$ cat src/gpc_regs.vh
// Register offsets, reset values and timing counts of the GPIO port block
`ifndef GPC_REGS_VH
`define GPC_REGS_VH

`define GPC_PORT0_ADDR      8'h80
`define GPC_PORT1_ADDR      8'h90
`define GPC_PORT2_ADDR      8'ha0
`define GPC_PORT_RESET      8'hff
`define GPC_BIT_PORT_MASK   8'hf8
`define GPC_BIT_IDX_MASK    8'h07
`define GPC_PORT2_PIN_BIT   0

`define GPC_MODE_QUASI      2'b00
`define GPC_MODE_PUSHPULL   2'b01
`define GPC_MODE_INPUT      2'b10
`define GPC_MODE_OPENDRAIN  2'b11

`define GPC_DBG_HOLD_SLOW   600
`define GPC_STRONG_PU_CLKS  2'd2

`endif

$ cat src/gpc_pad_ctl.v
// Per-pin output driver and pull-high control for one I/O pin
`timescale 1ns/1ps
`include "gpc_regs.vh"
module gpc_pad_ctl (
	input  wire       clk,
	input  wire       rst_b,
	input  wire [1:0] mode,
	input  wire       latch,
	input  wire       pin_hi,
	output reg        pad_o,
	output reg        pad_oe,
	output reg        pu_vweak,
	output reg        pu_weak,
	output reg        pu_strong
);
	reg       latch_old_q;
	reg [1:0] cnt_q;
	reg [1:0] cnt_d;
	reg       o_d;
	reg       oe_d;
	reg       vw_d;
	reg       wk_d;

	always @* begin
		cnt_d = (cnt_q != 2'd0) ? cnt_q - 2'd1 : 2'd0;
		o_d   = 1'b0;
		oe_d  = 1'b0;
		vw_d  = 1'b0;
		wk_d  = 1'b0;
		case (mode)
		`GPC_MODE_QUASI: begin
			oe_d = ~latch;
			vw_d = latch;
			wk_d = latch & pin_hi;
			if (latch & ~latch_old_q)
				cnt_d = `GPC_STRONG_PU_CLKS;
		end
		`GPC_MODE_PUSHPULL: begin
			oe_d = 1'b1;
			o_d  = latch;
		end
		`GPC_MODE_OPENDRAIN: begin
			oe_d = ~latch;
		end
		default: begin
			oe_d = 1'b0;
		end
		endcase
		if (mode != `GPC_MODE_QUASI)
			cnt_d = 2'd0;
	end

	always @(posedge clk) begin
		if (!rst_b) begin
			latch_old_q <= 1'b1;
			cnt_q       <= 2'd0;
			pad_o       <= 1'b0;
			pad_oe      <= 1'b0;
			pu_vweak    <= 1'b0;
			pu_weak     <= 1'b0;
			pu_strong   <= 1'b0;
		end else begin
			latch_old_q <= latch;
			cnt_q       <= cnt_d;
			pad_o       <= o_d;
			pad_oe      <= oe_d;
			pu_vweak    <= vw_d;
			pu_weak     <= wk_d;
			pu_strong   <= (cnt_d != 2'd0);
		end
	end
endmodule

$ cat src/gpc_port.v
// GPIO ports 0 to 2: latches for ports 0 and 1 only, SFR reads, mode decode and pad control
`timescale 1ns/1ps
`include "gpc_regs.vh"
module gpc_port #(
	parameter NPIN       = 16,
	parameter DBG_HOLD   = `GPC_DBG_HOLD_SLOW,
	parameter DBG_DATA_I = 6,
	parameter DBG_CLK_I  = 8
) (
	input  wire            clk,
	input  wire            rst_b,
	// Core SFR port
	input  wire [7:0]      sfr_addr,
	input  wire            sfr_wr,
	input  wire [7:0]      sfr_wdata,
	input  wire            sfr_rd,
	input  wire            sfr_rmw,
	output reg  [7:0]      sfr_rdata,
	output reg             sfr_rvalid,
	// Core bit-addressed port
	input  wire [7:0]      bit_addr,
	input  wire            bit_wr,
	input  wire            bit_wdata,
	input  wire            bit_rd,
	input  wire            bit_rmw,
	output reg             bit_rdata,
	output reg             bit_rvalid,
	// Configuration levels, port 1 in the upper byte
	input  wire [NPIN-1:0] mode_sel_a,
	input  wire [NPIN-1:0] mode_sel_b,
	input  wire [NPIN-1:0] schmitt_select,
	input  wire [NPIN-1:0] slew_fast_select,
	input  wire            reset_pin_disable,
	input  wire            pin20_pullup_en,
	// Slow oscillator, counted for the debug pin window
	input  wire            low_speed_rc_osc,
	// Port 0 and port 1 pads
	input  wire [NPIN-1:0] pad_i,
	output wire [NPIN-1:0] pad_o,
	output wire [NPIN-1:0] pad_oe,
	output wire [NPIN-1:0] pad_pu_vweak,
	output wire [NPIN-1:0] pad_pu_weak,
	output wire [NPIN-1:0] pad_pu_strong,
	output reg  [NPIN-1:0] pad_schmitt_en,
	output reg  [NPIN-1:0] pad_slew_fast,
	// Reset-shared pin
	input  wire            reset_shared_pin_i,
	output reg             reset_shared_pin_pu,
	output reg             reset_shared_pin_schmitt,
	output reg             reset_shared_pin_is_reset
);
	localparam SW = NPIN + 2;

	wire [SW-1:0]   sync_w;
	wire [NPIN-1:0] pin_s;
	wire            rpin_s;
	wire            osc_s;

	reg [7:0]       port0_data_latch_q;
	reg [7:0]       port1_data_latch_q;
	reg [7:0]       port0_d;
	reg [7:0]       port1_d;
	wire [NPIN-1:0] latch_w;

	reg             osc_old_q;
	reg [9:0]       hold_cnt_q;
	reg             hold_q;

	reg [1:0]       eff_mode [0:NPIN-1];
	reg [7:0]       rd_byte_d;
	reg             rd_bit_d;
	reg [7:0]       bit_byte;
	integer         i;

	// Pad, reset-pin and slow oscillator levels are synchronised before any logic reads them
	gpc_sync #(
		.W (SW)
	) u_sync (
		.clk     (clk),
		.rst_b   (rst_b),
		.async_i ({low_speed_rc_osc, reset_shared_pin_i, pad_i}),
		.sync_o  (sync_w)
	);

	assign pin_s  = sync_w[NPIN-1:0];
	assign rpin_s = sync_w[NPIN];
	assign osc_s  = sync_w[NPIN+1];

	assign latch_w = {port1_data_latch_q, port0_data_latch_q};

	// Window after reset, counted in slow oscillator edges
	always @(posedge clk) begin
		if (!rst_b) begin
			osc_old_q  <= 1'b0;
			hold_cnt_q <= 10'd0;
			hold_q     <= 1'b1;
		end else begin
			osc_old_q <= osc_s;
			if (hold_q && osc_s && !osc_old_q) begin
				if (hold_cnt_q == DBG_HOLD - 1)
					hold_q <= 1'b0;
				hold_cnt_q <= hold_cnt_q + 10'd1;
			end
		end
	end

	// Effective mode: forced during the window, software choice after
	always @* begin
		for (i = 0; i < NPIN; i = i + 1) begin
			if (hold_q) begin
				if (i == DBG_DATA_I || i == DBG_CLK_I)
					eff_mode[i] = `GPC_MODE_QUASI;
				else
					eff_mode[i] = `GPC_MODE_INPUT;
			end else begin
				eff_mode[i] = {mode_sel_a[i], mode_sel_b[i]};
			end
		end
	end

	genvar g;
	generate
		for (g = 0; g < NPIN; g = g + 1) begin : g_pad
			gpc_pad_ctl u_pad (
				.clk       (clk),
				.rst_b     (rst_b),
				.mode      (eff_mode[g]),
				.latch     (latch_w[g]),
				.pin_hi    (pin_s[g]),
				.pad_o     (pad_o[g]),
				.pad_oe    (pad_oe[g]),
				.pu_vweak  (pad_pu_vweak[g]),
				.pu_weak   (pad_pu_weak[g]),
				.pu_strong (pad_pu_strong[g])
			);
		end
	endgenerate

	// Byte the bit port addresses, taken from the latch
	always @* begin
		case (bit_addr & `GPC_BIT_PORT_MASK)
		`GPC_PORT0_ADDR: bit_byte = port0_data_latch_q;
		`GPC_PORT1_ADDR: bit_byte = port1_data_latch_q;
		default:         bit_byte = 8'h00;
		endcase
		bit_byte[bit_addr[2:0]] = bit_wdata;
	end

	// Latch update; a byte write wins over a bit write in the same cycle
	always @* begin
		port0_d = port0_data_latch_q;
		port1_d = port1_data_latch_q;
		if (sfr_wr) begin
			if (sfr_addr == `GPC_PORT0_ADDR)
				port0_d = sfr_wdata;
			if (sfr_addr == `GPC_PORT1_ADDR)
				port1_d = sfr_wdata;
		end else if (bit_wr) begin
			if ((bit_addr & `GPC_BIT_PORT_MASK) == `GPC_PORT0_ADDR)
				port0_d = bit_byte;
			if ((bit_addr & `GPC_BIT_PORT_MASK) == `GPC_PORT1_ADDR)
				port1_d = bit_byte;
		end
	end

	always @(posedge clk) begin
		if (!rst_b) begin
			port0_data_latch_q <= `GPC_PORT_RESET;
			port1_data_latch_q <= `GPC_PORT_RESET;
		end else begin
			port0_data_latch_q <= port0_d;
			port1_data_latch_q <= port1_d;
		end
	end

	// Read data: pins normally, latch for the read phase of RMW
	always @* begin
		case (sfr_addr)
		`GPC_PORT0_ADDR: rd_byte_d = sfr_rmw ? port0_data_latch_q : pin_s[7:0];
		`GPC_PORT1_ADDR: rd_byte_d = sfr_rmw ? port1_data_latch_q : pin_s[15:8];
		`GPC_PORT2_ADDR: rd_byte_d = {7'h00, rpin_s & ~reset_pin_disable};
		default:         rd_byte_d = 8'h00;
		endcase
	end

	always @* begin
		case (bit_addr & `GPC_BIT_PORT_MASK)
		`GPC_PORT0_ADDR: rd_bit_d = bit_rmw ? port0_data_latch_q[bit_addr[2:0]] : pin_s[bit_addr[2:0]];
		`GPC_PORT1_ADDR: rd_bit_d = bit_rmw ? port1_data_latch_q[bit_addr[2:0]] : pin_s[{1'b1, bit_addr[2:0]}];
		`GPC_PORT2_ADDR: rd_bit_d = (bit_addr[2:0] == 3'd0) & rpin_s & ~reset_pin_disable;
		default:         rd_bit_d = 1'b0;
		endcase
	end

	// Answers come one cycle after the strobe, from flops
	always @(posedge clk) begin
		if (!rst_b) begin
			sfr_rdata  <= 8'h00;
			sfr_rvalid <= 1'b0;
			bit_rdata  <= 1'b0;
			bit_rvalid <= 1'b0;
		end else begin
			sfr_rvalid <= sfr_rd;
			bit_rvalid <= bit_rd;
			if (sfr_rd)
				sfr_rdata <= rd_byte_d;
			if (bit_rd)
				bit_rdata <= rd_bit_d;
		end
	end

	// Input buffer type, slew, and reset-shared pin control
	always @(posedge clk) begin
		if (!rst_b) begin
			pad_schmitt_en            <= {NPIN{1'b0}};
			pad_slew_fast             <= {NPIN{1'b0}};
			reset_shared_pin_pu       <= 1'b1;
			reset_shared_pin_schmitt  <= 1'b1;
			reset_shared_pin_is_reset <= 1'b1;
		end else begin
			pad_schmitt_en <= schmitt_select;
			pad_slew_fast  <= slew_fast_select;
			reset_shared_pin_schmitt  <= 1'b1;
			reset_shared_pin_is_reset <= reset_pin_disable;
			// Pull-up stays on as a reset input so the line cannot float low
			reset_shared_pin_pu <= reset_pin_disable | pin20_pullup_en;
		end
	end
endmodule

$ cat src/gpc_sync.v
// Two-flop synchroniser for asynchronous pin levels
`timescale 1ns/1ps
module gpc_sync #(
	parameter W = 1
) (
	input  wire         clk,
	input  wire         rst_b,
	input  wire [W-1:0] async_i,
	output wire [W-1:0] sync_o
);
	reg [W-1:0] meta_q;
	reg [W-1:0] sync_q;

	always @(posedge clk) begin
		if (!rst_b) begin
			meta_q <= {W{1'b0}};
			sync_q <= {W{1'b0}};
		end else begin
			meta_q <= async_i;
			sync_q <= meta_q;
		end
	end

	assign sync_o = sync_q;
endmodule
$ cat config.mk
export PLATFORM = sky130hd
export DESIGN_NAME = gpc_port
export DESIGN_NICKNAME = d
export VERILOG_FILES = /design/src/gpc_pad_ctl.v /design/src/gpc_port.v /design/src/gpc_sync.v
export VERILOG_INCLUDE_DIRS = /design/src
export SDC_FILE = /design/constraint.sdc
export NUM_CORES = 1
export LEC_CHECK = 0
export BUFFER_PORTS_ARGS = -buffer_cell sky130_fd_sc_hd__buf_2
export CAP_MARGIN = 30
export CORE_UTILIZATION = 57
export CTS_CLUSTER_DIAMETER = 80
export CTS_CLUSTER_SIZE = 40
export DETAILED_ROUTE_END_ITERATION = 8
export PLACE_DENSITY = 0.85
export SLEW_MARGIN = 20
export SYNTH_ARGS = -nofsm -noshare
export SYNTH_HDL_FRONTEND = slang
export SYNTH_SLANG_ARGS = --single-unit
$ cat constraint.sdc
create_clock -name clk -period 2.75 [get_ports clk]
set_clock_uncertainty 0.1 [all_clocks]
set_input_delay 0.4125 -clock clk [delete_from_list [all_inputs] [get_ports clk]]
set_output_delay 0.4125 -clock clk [all_outputs]
set_load 0.05 [all_outputs]
==> flow_summary.yaml <==
status:
  status: "completed"
sta:
  rsz0062_at_grt: "false"
  tightest_slew_ns: 0.647
  timing.slew.headroom: 0.568
  final.setup.worst_slack_ns: 0.768
  fin_setup_tns_ns: 0
  period_needed_ns: 1.98
  final-max-slew-violation-count: 0
  fin_crit_sh: 0.721
  whs_ns: 0.00705
  finalSetupViolations: 0
  timing.fmax_ghz: 0.504
  hold_viol_final: 0
logic_synthesis:
  synth_area_leaders: "dfxtp_1 50%, buf_4 6.4%, ha_1 6.4%"
  syn_nets: 1130
  yosysWarnings: 0
  async_flop_share: 0
  yosysSeqAreaShare: 0.497
  avgSynthCellArea_um2: 9.91
  synthDominantCellAreaShare: 0.497
  syn_area_um2: 9550
  ys_types: 54
  syn_inst: 964
  yosysMostFrequentCell: "dfxtp_1"
  synth_edf_count: 0
  synth_commonest_cells: "237 x dfxtp_1, 93 x and2_1, 82 x buf_4, 68 x nor2_1, 59 x nand2_1"
  synth-seq-cells: 237
  synth_area_leader_cell: "dfxtp_1"
  synth_ff_type: "dfxtp_1"
die:
  pin_count: 243
  die_x_um: 131
  core_um2: 16100
  initial_core_util: 0.593
  placementRows: 46
  die-area_um2: 17300
  dieHeight_um: 131
clock_tree:
  cts_sinks: 237
  clock_latency_ns: 0.48
  ctsResizeCount: 0
  ctsHoldBuffers: 0
  clk_pin_slew_ns: 0.13
  cts_tree: "yes"
  cts_setup_buffers: 0
  htree_levels: 1
  cts-root-buf: "clkbuf_16"
  cts_buffer_depth: 3
  numCtsBuffers: 11
worst_setup_path:
  worstSetupPathType: "reg2reg"
  crit_start: "hold_q"
  startpoint_type: "flip-flop"
  cp_data_required_time_ns: 3.05
  worstPathArrival_ns: 2.28
  r2r_start: "hold_q"
  endpoint_kind: "flip-flop"
  path_max_fanout: 19
drt:
  routedWlPerCell_um: 14.9
  firstDrtPassIters: 5
  drt_iter0_markers: 438
  routed_via_density: 5.10
  drc: 0
  via_count: 6773
  postRouteAntennaNets: 0
  drt-total-wl_um: 19800
power_and_ir_drop:
  powerDensity_nw_per_um2: 554
  p_leak_nw: 5.14
  peakVddDrop_mv: 0.627
layout:
  fin_nets: 1272
  drive_gt1_frac: 0.277
  finalInstanceArea_um2: 10700
  area_growth_pct: 12.2
worst_hold_path:
  min_path_type: "in2reg"
  min_from: "pin20_pullup_en"
place:
  port_buffers: 241
  dpl-instance-area_um2: 10300
  dp_slack_ns: 0.355
  gp_congestion: 0.867
  place_hpwl_um: 14900
run:
  maxCapViolCount: 0
global_routing:
  antenna_found_initial: 3
  grt_max_degree: 76
  grt_usage: 0.222
  overflow: 0
  grt_pass1_vias: 6428
  grt_pass1_wl_um: 31100
## state kept, by name, summed over array words and instances, names as in the netlist, 10 cells and up
register / flops
g_pad.u_pad.cnt_q: 32
u_sync.meta_q: 18
u_sync.sync_o: 18
g_pad.u_pad.latch_old_q: 16
g_pad.u_pad.pad_o: 16
g_pad.u_pad.pad_oe: 16
g_pad.u_pad.pu_strong: 16
g_pad.u_pad.pu_vweak: 16
g_pad.u_pad.pu_weak: 16
pad_schmitt_en: 16
pad_slew_fast: 16
hold_cnt_q: 10
## power breakdown
part           switching, W  total (W)  internal, W  leakage [nW]
Clock               0.00115    0.00197     0.000817         0.180
Combinational      0.000267   0.000438     0.000171          3.03
Sequential        0.0000313    0.00352      0.00349          1.93
## cells by family (layout without fill, tap and decap cells)
logic type / count (synthesis) / count (layout) / synth area share
xor gates and xnor gates: 7 / 7 / 0.00642
buffers and inverters: 175 / 321 / 0.103
adders and majority gates: 49 / 49 / 0.0642
DFF: 237 / 237 / 0.497
AOI/OAI and AO/OA: 88 / 88 / 0.0574
and+or+nand+nor: 370 / 370 / 0.221
other: 1 / 4 / 0.000392
muxes: 37 / 37 / 0.0515
## placed cells by master (no fill, tap or decap), drive strengths merged, types with 5 or more instances in the layout
cell and count:
a21oi 35, nor4b 17, nor3b 20, mux2 7
nor2b 21, o21ai 11, nand2b 15, or2 17
nand3 10, ha 49, inv 58, mux4 9
clkbuf 11, dfxtp 237, a31oi 11, a21boi 8
buf 251, nand2 59, mux2i 21, and2 93
and3 21, o211ai 9, nand3b 5, nor2 68
## cell type report
class,count,area [um2]
Fill cell,1284,5400
Inverter,53,199
Tap cell,216,270
Antenna cell,3,7.51
Sequential cell,237,4740
Timing Repair Buffer,251,1290
Clock buffer,11,275
Clock inverter,6,96.3
Multi-Input combinational cell,552,3840
## layer usage
layer | share of wire | vias up | track usage
met5 | 0.00061 | - | 0
met4 | 0.047 | 2 | 0.101
met3 | 0.077 | 65 | 0.0486
met2 | 0.46 | 271 | 0.385
met1 | 0.41 | 3066 | 0.260
li1 | - | 3369 | -
## metrics by stage
step           instances  utilization  total power [W]
2_1_floorplan        964            -          0.00388
3_3_place_gp        1307        0.641          0.00403
3_5_place_dp        1309        0.642          0.00404
4_1_cts             1326        0.665          0.00598
5_1_grt             1328        0.665          0.00614
6_report            1329        0.665          0.00593
## worst max-delay path, stage by stage, from the launching register on
cell and delay [ns]:
dfxtp_1 0.35, buf_4 0.27, and3b_1 0.32, nand4_1 0.26
nor4_1 0.35, xor2_1 0.10, and2_1 0.16
## path summary, 6_finish.rpt
kind,end,slack (ns),depth (start not counted)
min,reset_shared_pin_pu,0.007,2
min reg2reg,u_sync.sync_o[14],0.33,1
max reg2reg,hold_cnt_q[9],0.77,6
max,hold_cnt_q[9],0.77,6
Power figures use the tool's default switching activity.
